<file path="src/rtl/capture_pkg.sv">
package capture_pkg;

  // register byte addresses
  localparam logic [31:0] TARGET_SIZE_ADDR = 32'h4f000000;
  localparam logic [31:0] BUF1_LUMA_ADDR = 32'h4f000004;
  localparam logic [31:0] CONTROL_ADDR = 32'h4f000080;
  localparam logic [31:0] STATUS_ADDR = 32'h4f000084;

  // reset values
  localparam logic [31:0] TARGET_SIZE_RST = 32'h000c8258;
  localparam logic [31:0] BUF1_LUMA_RST = 32'hc073f000;
  localparam logic [31:0] CONTROL_RST = 32'h00000130;
  // fixed luma bases of port a buffers two to four
  localparam logic [31:0] BUF2_LUMA_BASE = 32'hc07eec80;
  localparam logic [31:0] BUF3_LUMA_BASE = 32'hc089e900;
  localparam logic [31:0] BUF4_LUMA_BASE = 32'hc094e580;

  // target size fields
  localparam int WIDTH_LSB = 10;
  localparam int WIDTH_MSB = 19;
  localparam int HEIGHT_LSB = 0;
  localparam int HEIGHT_MSB = 9;

  // control fields
  localparam int CTL_EMBEDDED = 0;
  localparam int CTL_VPOL = 1;
  localparam int CTL_HPOL = 2;
  localparam int CTL_SENSOR_RST = 3;
  localparam int CTL_A_EN = 4;
  localparam int CTL_B_EN = 5;
  localparam int CTL_PULSE = 6;
  localparam int CTL_DIV_LSB = 8;
  localparam int CTL_DIV_MSB = 15;

  // status fields
  localparam int ST_BUF_LSB = 0;
  localparam int ST_BUF_MSB = 1;
  localparam int ST_ACTIVE = 2;
  localparam int ST_FIELD = 3;
  localparam int ST_BLANK = 4;
  localparam int ST_OVERFLOW = 5;
  localparam int ST_IRQ = 6;
  localparam int ST_FRAMES_LSB = 8;
  localparam int ST_FRAMES_MSB = 15;

  // longest accepted input line in pixels
  localparam logic [9:0] LINE_MAX = 10'h3f8;

  // embedded timing code bytes and fourth-word bit positions
  localparam logic [7:0] CODE_FF = 8'hff;
  localparam logic [7:0] CODE_00 = 8'h00;
  localparam int XY_ONE = 7;
  localparam int XY_F = 6;
  localparam int XY_V = 5;
  localparam int XY_H = 4;

  localparam logic [1:0] RESP_OKAY = 2'h0;
  localparam logic [1:0] RESP_SLVERR = 2'h2;

  // sample planes, also the index into per-plane arrays
  typedef enum logic [1:0] {
    PLANE_Y = 2'h0,
    PLANE_CB = 2'h1,
    PLANE_CR = 2'h2
  } plane_t;

  // timing code detector states, gray along the preamble path
  typedef enum logic [1:0] {
    DET_IDLE = 2'h0,
    DET_FF = 2'h1,
    DET_00A = 2'h3,
    DET_00B = 2'h2
  } det_t;

  typedef struct packed {
    logic [31:0] awaddr;
    logic awvalid;
    logic [31:0] wdata;
    logic [3:0] wstrb;
    logic wvalid;
    logic bready;
    logic [31:0] araddr;
    logic arvalid;
    logic rready;
  } axil_req_t;

  typedef struct packed {
    logic awready;
    logic wready;
    logic [1:0] bresp;
    logic bvalid;
    logic arready;
    logic [31:0] rdata;
    logic [1:0] rresp;
    logic rvalid;
  } axil_rsp_t;

  // camera pins as sampled together
  typedef struct packed {
    logic pclk;
    logic vsync;
    logic line_reference_in;
    logic [7:0] data;
  } cam_pins_t;

  // one packed memory word leaving a port
  typedef struct packed {
    logic valid;
    logic [31:0] addr;
    logic [31:0] data;
  } dma_word_t;

endpackage : capture_pkg

</file>
<file path="src/rtl/pin_sync.sv">
module pin_sync #(
  parameter int W = 11
) (
  input wire logic aclk,
  input wire logic aresetn,
  input wire logic [W-1:0] d,
  output logic [W-1:0] q
);
  typedef struct packed {
    logic [W-1:0] s1; // first stage, read only by s2
    logic [W-1:0] s2;
    logic [W-1:0] s3;
    logic [W-1:0] q; // accepted level
  } sync_state_t;

  sync_state_t r;
  sync_state_t n;

  // a bit changes once stages two and three agree
  always_comb begin
    n = r;
    n.s1 = d;
    n.s2 = r.s1;
    n.s3 = r.s2;
    for (int i = 0; i < W; i++) begin
      if (r.s2[i] == r.s3[i]) begin
        n.q[i] = r.s2[i];
      end
    end
  end

  // register the state
  always_ff @(posedge aclk) begin
    if (!aresetn) begin
      r <= '0;
    end else begin
      r <= n;
    end
  end

  assign q = r.q;
endmodule // pin_sync

</file>
<file path="src/rtl/port_writer.sv">
module port_writer
  import capture_pkg::*;
(
  input wire logic aclk,
  input wire logic aresetn,
  input wire logic enable,
  input wire logic frame_start,
  input wire logic pix_valid,
  input wire capture_pkg::plane_t pix_plane,
  input wire logic [7:0] pix_byte,
  input wire logic [2:0][31:0] plane_base,
  output capture_pkg::dma_word_t word_out
);
  typedef struct packed {
    logic [2:0][31:0] acc; // partial word per plane
    logic [2:0][1:0] cnt; // bytes held per plane
    logic [2:0][29:0] off; // word offset per plane
    dma_word_t out;
  } writer_state_t;

  writer_state_t r;
  writer_state_t n;

  // pack bytes little-endian, earliest byte lowest
  always_comb begin
    n = r;
    n.out.valid = 1'b0;
    if (frame_start) begin
      // new frame restarts every plane at its base
      n.acc = '0;
      n.cnt = '0;
      n.off = '0;
    end else if (enable && pix_valid) begin
      n.acc[pix_plane][{r.cnt[pix_plane], 3'h0} +: 8] = pix_byte;
      if (r.cnt[pix_plane] == 2'h3) begin
        // fourth byte completes the word
        n.out.valid = 1'b1;
        n.out.addr = plane_base[pix_plane] + {r.off[pix_plane], 2'h0};
        n.out.data = {pix_byte, r.acc[pix_plane][23:0]};
        n.off[pix_plane] = r.off[pix_plane] + 30'h1;
        n.cnt[pix_plane] = 2'h0;
      end else begin
        n.cnt[pix_plane] = r.cnt[pix_plane] + 2'h1;
      end
    end
  end

  // register the state
  always_ff @(posedge aclk) begin
    if (!aresetn) begin
      r <= '0;
    end else begin
      r <= n;
    end
  end

  assign word_out = r.out;
endmodule // port_writer

</file>
<file path="src/rtl/capture_interface.sv">
// Behaviour
// - accept 8-bit 4:2:2, sync pins or codes
// - input lines up to 1016 pixels
// - store as 4:2:0, chroma on even lines
// - software selects sync input polarities
// - master clock out, software camera reset
// - embedded mode finds start and end codes
// - fourth word: one, F V H, protection
// - field and blanking flags decoded
// - line flag zero start, one end
// - flags follow the ff-00-00 preamble
// - port a writes cropped converted image
// - port b unscaled, ports disable separately
// - operation clock half master clock
// - four buffers, three planes each
// - little-endian words per plane
// - interrupt at frame start, pulse option
// - target size width and height fields
// - buffer one luma start register
module capture_interface
  import capture_pkg::*;
#(
  parameter logic [31:0] PORT_B_BASE = 32'hc0000000,
  parameter logic [31:0] PORT_B_BUF_STRIDE = 32'h00200000,
  parameter logic [31:0] PORT_B_PLANE_STRIDE = 32'h00100000
) (
  input wire logic aclk,
  input wire logic aresetn,
  input wire capture_pkg::axil_req_t axil_req,
  output capture_pkg::axil_rsp_t axil_rsp,
  input wire logic pixel_clock_in,
  input wire logic vsync_in,
  input wire logic line_reference_in,
  input wire logic [7:0] pixel_data_in,
  output logic sensor_master_clock_out,
  output logic sensor_reset_out,
  output logic capture_irq,
  output capture_pkg::dma_word_t port_a_word,
  output capture_pkg::dma_word_t port_b_word
);
  import capture_pkg::*;

  typedef struct packed {
    // registers
    logic [31:0] target_size;
    logic [31:0] buf1_luma;
    logic [31:0] control;
    // clock generation
    logic [7:0] div_cnt; // master clock half-period counter
    logic mclk; // master clock level
    logic op_phase; // operation clock phase
    logic sensor_rst; // camera reset level
    // capture
    logic pclk_q; // previous pixel clock level
    logic vs_q; // previous vsync pin level
    logic hr_q; // previous line reference pin level
    det_t det; // timing code detector
    logic active; // inside active video
    logic field;
    logic blank;
    logic [1:0] phase; // Cb Y Cr Y position
    logic [9:0] x; // luma pixels this line
    logic [9:0] y; // line within frame
    logic [1:0] buf_idx; // which of the four buffers is in use
    logic [7:0] frames;
    logic overflow; // line longer than the buffer
    logic irq;
    logic frame_start;
    // sample towards the ports
    logic pix_valid;
    plane_t pix_plane;
    logic [7:0] pix_byte;
    logic pix_a;
    logic pix_b;
    // bus slave
    logic aw_held;
    logic [31:0] awaddr;
    logic w_held;
    logic [31:0] wdata;
    logic [3:0] wstrb;
    logic ar_held;
    logic [31:0] araddr;
    axil_rsp_t rsp;
  } cap_state_t;

  cap_state_t r;
  cap_state_t n;
  cam_pins_t pins; // synchronised camera pins
  logic [9:0] width; // port a target width
  logic [9:0] height; // port a target height
  logic [31:0] area; // luma bytes per port a frame
  logic [31:0] a_luma; // luma base of the active buffer
  logic [31:0] b_luma;
  logic [2:0][31:0] a_base;
  logic [2:0][31:0] b_base;
  logic pe; // pixel clock rising edge
  logic vs_a; // vsync at its active level
  logic hr_a; // line reference at its active level
  logic sample; // current byte is picture data
  logic [31:0] wr_val; // register value after byte strobes
  logic st_read; // status read completes now

  // camera pins pass the three-stage filter
  pin_sync #(.W(11)) u_sync (
    .aclk(aclk),
    .aresetn(aresetn),
    .d({pixel_clock_in, vsync_in, line_reference_in, pixel_data_in}),
    .q(pins)
  );

  // target size fields and plane bases of both ports
  always_comb begin
    width = r.target_size[WIDTH_MSB:WIDTH_LSB];
    height = r.target_size[HEIGHT_MSB:HEIGHT_LSB];
    area = 32'(width) * 32'(height);
    case (r.buf_idx)
      2'h0: a_luma = r.buf1_luma;
      2'h1: a_luma = BUF2_LUMA_BASE;
      2'h2: a_luma = BUF3_LUMA_BASE;
      default: a_luma = BUF4_LUMA_BASE;
    endcase
    b_luma = PORT_B_BASE + PORT_B_BUF_STRIDE * 32'(r.buf_idx);
    // separate luma, Cb and Cr regions per buffer
    a_base[PLANE_Y] = a_luma;
    a_base[PLANE_CB] = a_luma + area;
    a_base[PLANE_CR] = a_luma + area + (area >> 2);
    b_base[PLANE_Y] = b_luma;
    b_base[PLANE_CB] = b_luma + PORT_B_PLANE_STRIDE;
    b_base[PLANE_CR] = b_luma + PORT_B_PLANE_STRIDE + (PORT_B_PLANE_STRIDE >> 2);
  end

  // write data merged under the byte strobes
  always_comb begin
    wr_val = 32'h00000000;
    case (r.awaddr)
      TARGET_SIZE_ADDR: wr_val = r.target_size;
      BUF1_LUMA_ADDR: wr_val = r.buf1_luma;
      CONTROL_ADDR: wr_val = r.control;
      default: wr_val = 32'h00000000;
    endcase
    for (int i = 0; i < 4; i++) begin
      if (r.wstrb[i]) begin
        wr_val[i*8 +: 8] = r.wdata[i*8 +: 8];
      end
    end
  end

  // next state of the whole block
  always_comb begin
    n = r;
    n.frame_start = 1'b0;
    n.pix_valid = 1'b0;
    n.rsp.awready = 1'b0;
    n.rsp.wready = 1'b0;
    n.rsp.arready = 1'b0;
    st_read = 1'b0;
    pe = pins.pclk & ~r.pclk_q;
    vs_a = pins.vsync ^ r.control[CTL_VPOL];
    hr_a = pins.line_reference_in ^ r.control[CTL_HPOL];
    sample = 1'b0;
    n.pclk_q = pins.pclk;

    // master clock divider; operation enable at half its rate
    if (r.div_cnt >= r.control[CTL_DIV_MSB:CTL_DIV_LSB]) begin
      n.div_cnt = 8'h00;
      n.mclk = ~r.mclk;
      if (r.mclk) begin
        n.op_phase = ~r.op_phase;
        // camera reset follows software on operation clock ticks
        if (r.op_phase) begin
          n.sensor_rst = r.control[CTL_SENSOR_RST];
        end
      end
    end else begin
      n.div_cnt = r.div_cnt + 8'h01;
    end

    if (pe) begin
      if (r.control[CTL_EMBEDDED]) begin
        // embedded timing codes
        case (r.det)
          DET_IDLE: begin
            if (pins.data == CODE_FF) begin
              n.det = DET_FF;
            end else begin
              sample = r.active;
            end
          end
          DET_FF: begin
            if (pins.data == CODE_00) begin
              n.det = DET_00A;
            end else if (pins.data != CODE_FF) begin
              n.det = DET_IDLE;
            end
          end
          DET_00A: begin
            n.det = (pins.data == CODE_00) ? DET_00B : DET_IDLE;
          end
          DET_00B: begin
            n.det = DET_IDLE;
            // fourth word: msb one, then F V H, low nibble protection
            if (pins.data[XY_ONE]) begin
              n.field = pins.data[XY_F];
              n.blank = pins.data[XY_V];
              if (!pins.data[XY_H]) begin
                // start of active video
                n.active = ~pins.data[XY_V];
                n.x = 10'h000;
                n.phase = 2'h0;
                if (r.blank && !pins.data[XY_V] && !pins.data[XY_F]) begin
                  n.frame_start = 1'b1; // first field leaves blanking
                end
              end else if (r.active) begin
                // end of active video closes the line
                n.active = 1'b0;
                n.y = r.y + 10'h001;
              end
            end
          end
          default: n.det = DET_IDLE;
        endcase
      end else begin
        sample = hr_a; // separate sync inputs: bytes while the line is active
      end
    end

    // sync pins are watched every bus cycle, as the pixel clock may stand still between lines
    n.vs_q = pins.vsync;
    n.hr_q = pins.line_reference_in;
    if (!r.control[CTL_EMBEDDED]) begin
      n.active = hr_a;
      n.blank = ~vs_a;
      n.det = DET_IDLE;
      // an edge is a pin change, so flipping a polarity bit starts no frame
      if (vs_a && pins.vsync != r.vs_q) begin
        n.frame_start = 1'b1;
      end
      if (hr_a && pins.line_reference_in != r.hr_q) begin
        n.x = 10'h000;
        n.phase = 2'h0;
      end
      if (!hr_a && pins.line_reference_in != r.hr_q) begin
        n.y = r.y + 10'h001;
      end
    end

    // split the 4:2:2 stream Cb Y Cr Y into planes
    if (sample) begin
      n.phase = r.phase + 2'h1;
      n.pix_byte = pins.data;
      n.pix_plane = r.phase[0] ? PLANE_Y : (r.phase[1] ? PLANE_CR : PLANE_CB);
      if (r.x >= LINE_MAX) begin
        n.overflow = 1'b1; // bytes at or beyond LINE_MAX are dropped
      end else begin
        // chroma kept on even lines only
        n.pix_valid = r.phase[0] | ~r.y[0];
        n.pix_a = r.control[CTL_A_EN] && (r.x < width) && (r.y < height);
        n.pix_b = r.control[CTL_B_EN];
        if (r.phase[0]) begin
          n.x = r.x + 10'h001;
        end
      end
    end

    // frame start: next buffer, interrupt
    if (n.frame_start) begin
      n.y = 10'h000;
      n.buf_idx = r.buf_idx + 2'h1;
      n.frames = r.frames + 8'h01;
    end

    // write address and data taken in either order
    if (axil_req.awvalid && !r.aw_held && !r.rsp.awready && !r.rsp.bvalid) begin
      n.rsp.awready = 1'b1;
      n.aw_held = 1'b1;
      n.awaddr = axil_req.awaddr;
    end
    if (axil_req.wvalid && !r.w_held && !r.rsp.wready && !r.rsp.bvalid) begin
      n.rsp.wready = 1'b1;
      n.w_held = 1'b1;
      n.wdata = axil_req.wdata;
      n.wstrb = axil_req.wstrb;
    end
    // both held: perform the write and respond
    if (r.aw_held && r.w_held && !r.rsp.bvalid) begin
      n.aw_held = 1'b0;
      n.w_held = 1'b0;
      n.rsp.bvalid = 1'b1;
      n.rsp.bresp = RESP_OKAY;
      case (r.awaddr)
        TARGET_SIZE_ADDR: n.target_size = wr_val;
        BUF1_LUMA_ADDR: n.buf1_luma = wr_val;
        CONTROL_ADDR: n.control = wr_val;
        STATUS_ADDR: n.rsp.bresp = RESP_OKAY;
        default: n.rsp.bresp = RESP_SLVERR;
      endcase
    end else if (r.rsp.bvalid && axil_req.bready) begin
      n.rsp.bvalid = 1'b0;
    end

    // read: address taken, data one cycle later
    if (axil_req.arvalid && !r.ar_held && !r.rsp.arready && !r.rsp.rvalid) begin
      n.rsp.arready = 1'b1;
      n.ar_held = 1'b1;
      n.araddr = axil_req.araddr;
    end
    if (r.ar_held) begin
      n.ar_held = 1'b0;
      n.rsp.rvalid = 1'b1;
      n.rsp.rresp = RESP_OKAY;
      n.rsp.rdata = 32'h00000000;
      case (r.araddr)
        TARGET_SIZE_ADDR: n.rsp.rdata = 32'h00000000; // write-only reads zero
        BUF1_LUMA_ADDR: n.rsp.rdata = r.buf1_luma;
        CONTROL_ADDR: n.rsp.rdata = r.control;
        STATUS_ADDR: begin
          st_read = 1'b1;
          n.rsp.rdata[ST_BUF_MSB:ST_BUF_LSB] = r.buf_idx;
          n.rsp.rdata[ST_ACTIVE] = r.active;
          n.rsp.rdata[ST_FIELD] = r.field;
          n.rsp.rdata[ST_BLANK] = r.blank;
          n.rsp.rdata[ST_OVERFLOW] = r.overflow;
          n.rsp.rdata[ST_IRQ] = r.irq;
          n.rsp.rdata[ST_FRAMES_MSB:ST_FRAMES_LSB] = r.frames;
        end
        default: n.rsp.rresp = RESP_SLVERR;
      endcase
    end else if (r.rsp.rvalid && axil_req.rready) begin
      n.rsp.rvalid = 1'b0;
    end

    // status read clears sticky flags; a new event wins
    if (r.control[CTL_PULSE]) begin
      n.irq = n.frame_start; // single pulse
    end else if (n.frame_start) begin
      n.irq = 1'b1;
    end else if (st_read) begin
      n.irq = 1'b0;
    end
    if (st_read && !(sample && r.x >= LINE_MAX)) begin
      n.overflow = 1'b0;
    end
  end

  // register the state
  always_ff @(posedge aclk) begin
    if (!aresetn) begin
      r <= '0;
      r.target_size <= TARGET_SIZE_RST;
      r.buf1_luma <= BUF1_LUMA_RST;
      r.control <= CONTROL_RST;
      r.blank <= 1'b1;
    end else begin
      r <= n;
    end
  end

  // port a: cropped, converted image into its buffers
  port_writer u_port_a (
    .aclk(aclk),
    .aresetn(aresetn),
    .enable(r.pix_a),
    .frame_start(r.frame_start),
    .pix_valid(r.pix_valid),
    .pix_plane(r.pix_plane),
    .pix_byte(r.pix_byte),
    .plane_base(a_base),
    .word_out(port_a_word)
  );

  // port b: converted image only
  port_writer u_port_b (
    .aclk(aclk),
    .aresetn(aresetn),
    .enable(r.pix_b),
    .frame_start(r.frame_start),
    .pix_valid(r.pix_valid),
    .pix_plane(r.pix_plane),
    .pix_byte(r.pix_byte),
    .plane_base(b_base),
    .word_out(port_b_word)
  );

  assign axil_rsp = r.rsp;
  assign sensor_master_clock_out = r.mclk;
  assign sensor_reset_out = r.sensor_rst;
  assign capture_irq = r.irq;
endmodule // capture_interface

</file>
<file path="config.mk">
export PLATFORM = sky130hd
export DESIGN_NAME = capture_interface
export DESIGN_NICKNAME = d
export VERILOG_FILES = /design/src/rtl/capture_pkg.sv /design/src/rtl/pin_sync.sv /design/src/rtl/port_writer.sv /design/src/rtl/capture_interface.sv
export SDC_FILE = /design/constraint.sdc
export NUM_CORES = 2
export LEC_CHECK = 0
export ABC_AREA = 1
export BUFFER_PORTS_ARGS = -buffer_cell sky130_fd_sc_hd__buf_2
export CAP_MARGIN = 20
export CORE_MARGIN = 4
export CORE_UTILIZATION = 50
export DETAILED_ROUTE_END_ITERATION = 8
export PLACE_DENSITY = 0.78
export SLEW_MARGIN = 40
export SYNTH_ARGS = -nofsm -noshare
export SYNTH_HDL_FRONTEND = slang
export SYNTH_SLANG_ARGS = --single-unit
</file>
<file path="constraint.sdc">
create_clock -name aclk -period 12.22 [get_ports aclk]
set_clock_uncertainty 0.2 [all_clocks]
set_input_delay 1.222 -clock aclk [delete_from_list [all_inputs] [get_ports aclk]]
set_output_delay 1.222 -clock aclk [all_outputs]
set_load 0.02 [all_outputs]
</file>
==> results.sh <==
export IMPL_crit_arrival_ps=10190
export IMPL_grt_max_degree=132
export IMPL_dieArea_sq_um=94600
export IMPL_crit_slowest_cell="dfxtp_1"
export IMPL_via_count=41000
export IMPL_nNetsFinal=6575
export IMPL_yosysTopAreaCell="dfxtp_1"
export IMPL_layoutNonFillerInstCount=7449
export IMPL_synthTopCellsByArea="dfxtp_1 (36%), o21ai_0 (9.8%), a21oi_1 (8.0%)"
export IMPL_wl_per_cell_um=17.0
export IMPL_htreeDepth=3
export IMPL_cts_sinks=813
export IMPL_grt_usage_pct=25.9
export IMPL_cts_root_buf="clkbuf_16"
export IMPL_fin_setup_tns_ps=0
export IMPL_yosysUniqueCellTypes=67
export IMPL_finalHoldViolCount=0
export IMPL_gp_congestion=0.937
export IMPL_vdd_drop_max_mv=0.113
export IMPL_crit_type="flip-flop to flip-flop"
export IMPL_clock_latency_ps=690
export IMPL_worst_ep_required_time_ps=12590
export IMPL_start_util_pct=50.6
export IMPL_row_count=109
export IMPL_antenna_found_initial=2
export IMPL_min_path_type="flip-flop to flip-flop"
export IMPL_grt_pass1_vias=38000
export IMPL_diodes=0
export IMPL_gr_total_overflow=0
export IMPL_post_place_ws_ps=2450
export IMPL_rsz0062_at_grt="no"
export IMPL_post_cts_buffers=0
export IMPL_max_cap_violations=0
export IMPL_viasPerCell=5.51
export IMPL_run_status="completed"
export IMPL_synth_seq_area_share_pct=36.3
export IMPL_syn_area_sq_um=44900
export IMPL_final_setup_viol_count=0
export IMPL_clock_path_buffers=3
export IMPL_worst_pin_slew_ps=859
export IMPL_drive_gt1_share_pct=10.1
export IMPL_cts_hold_buffers_added=0
export IMPL_power_leakage_nw=23.6
export IMPL_powerDensity_nw_per_um2=117
export IMPL_timing_final_crit_period_ps=9820
export IMPL_mostFrequentLayoutCells="inv_1 (881), o21ai_0 (879), dfxtp_1 (810)"
export IMPL_synthArstFlopShare_pct=0
export IMPL_final_common_cell="inv_1"
export IMPL_setup_slack_ps=2400
export IMPL_synth_top_cell_area_share_pct=36.3
export IMPL_core_area_sq_um=88800
export IMPL_crit_path_end_kind="flip-flop"
export IMPL_ys_ff_latch=813
export IMPL_die_h_um=308
export IMPL_firstDrtPassIters=6
export IMPL_crit_top_cell="inv_1"
export IMPL_synth_edf_count=0
export IMPL_syn2layout_area_growth_pct=8.52
export IMPL_cts_made_buffers=88
export IMPL_ios=292
export IMPL_synthFlopType="dfxtp_1"
export IMPL_worstPathMaxFanout=13
export IMPL_max_freq_mhz=102
export IMPL_slew_headroom_pct=42.7
export IMPL_wl_um=127000
export IMPL_syn_inst=6283
export IMPL_drt_iter0_drc=3537
export IMPL_placed_cells_incl_taps=7288
export IMPL_grt_pass1_wl_um=202000
export IMPL_cts_resized=0
export IMPL_final_util_pct=54.9
export IMPL_portBuffers=287
export IMPL_die_w_um=308
export IMPL_syn_area_per_cell_sq_um=7.14
export IMPL_finalCritPeriodShare_pct=80.3
export IMPL_drv_slew=0
export IMPL_drc_errors=0
export IMPL_dpl_hpwl_um=90200
export IMPL_yosysWarnings=0
export IMPL_cts_tree="built"
export IMPL_antenna_left=0
export IMPL_worstSetupStartpointType="flip-flop"
export IMPL_critPathMaxStageDelay_ps=650
export IMPL_cts_reportedPaths_clkPinSlew_ps=70
final timing paths:
check / startpoint / endpoint / slack (ps) / cells after the start
min: u_sync.n[32]$_SDFF_PN0_ / u_sync.n[21]$_SDFF_PN0_ / 200 / 2
min reg2reg: u_sync.n[32]$_SDFF_PN0_ / u_sync.n[21]$_SDFF_PN0_ / 200 / 2
max: r[285]$_SDFFE_PN0P_ / u_port_a.word_out[63]$_SDFFE_PN0P_ / 2400 / 46
max reg2reg: r[285]$_SDFFE_PN0P_ / u_port_a.word_out[63]$_SDFFE_PN0P_ / 2400 / 46
where the power goes:
group | total [W] | switching [W] | leakage [nW] | internal (W)
Sequential | 0.00274 | 0.0000342 | 6.58 | 0.00270
Combinational | 0.000245 | 0.000169 | 15.5 | 0.0000760
Clock | 0.00273 | 0.00114 | 1.46 | 0.00159
flip-flops by register name, indices dropped and copies added (netlist names):
register                 flops
height                      10
u_sync.r                    11
u_port_a.word_out           65
u_sync.q                    11
sensor_master_clock_out      1
u_sync.n                    22
u_port_a.r                 168
axil_rsp                    39
r                          253
capture_irq                  1
u_port_b.word_out           63
sensor_reset_out             1
u_port_b.r                 168
cell usage after synthesis (49+ instances only):
| cell type | count |
|---|---|
| clkbuf_1 | 265 |
| nand3_1 | 143 |
| o21ai_0 | 882 |
| nor2_1 | 690 |
| inv_1 | 888 |
| o211ai_1 | 69 |
| fa_1 | 65 |
| buf_4 | 172 |
| ha_1 | 178 |
| nand2_1 | 681 |
| o22ai_1 | 49 |
| nor3_1 | 82 |
| xor2_1 | 84 |
| dfxtp_1 | 813 |
| a21oi_1 | 720 |
layout make-up:
| type | count | area, sq um |
|---|---|---|
| fillers | 8370 | 40100 |
| repair buffers | 326 | 1800 |
| multi-input cells | 4066 | 22700 |
| clock buffers | 131 | 2590 |
| clock inverters | 29 | 392 |
| flip-flops and latches | 813 | 16300 |
| inverters | 919 | 3460 |
| well taps | 1165 | 1460 |
routing by layer:
metal	share of wire, %	GRT usage (%)	wire, um	up-vias
li1	-	-	-	20300
met1	44	35.2	55900	19000
met2	46	43.0	58700	1471
met3	6.7	3.87	8460	230
met4	2.8	7.44	3580	0
met5	0	0	0	-
critical path: cells and delay by family, from the launching register on:
family / cells / cell delay (ps)
buf+inv: 10 / 590
flops: 1 / 650
simple gates: 20 / 2670
fa+ha+maj: 9 / 4140
compound gates: 4 / 820
xor+xnor: 3 / 620
kinds of logic (layout without fill, tap and decap cells):
kind of cell	count (synthesis)	in the layout	share of synthesized area, %
other cells	1	4	0.00835
simple gates	1784	1784	17.1
flops	813	813	36.3
compound gates	1900	1900	22.6
buf+inv	1407	1405	13.4
xor+xnor	135	135	2.76
fa+ha+maj	243	243	7.86
per-stage QoR:
| stage | power [W] | instance area, sq um | hold slack [ps] |
|---|---|---|---|
| after detailed placement | 0.00304 | 45700 | 200 |
| after global routing | 0.00590 | 48700 | 227 |
| after floorplan | 0.00296 | 44900 | 190 |
| final | 0.00571 | 48700 | 196 |
| after global placement | 0.00303 | 45600 | 197 |
| after CTS | 0.00575 | 48700 | 204 |
Power figures use the tool's default switching activity.
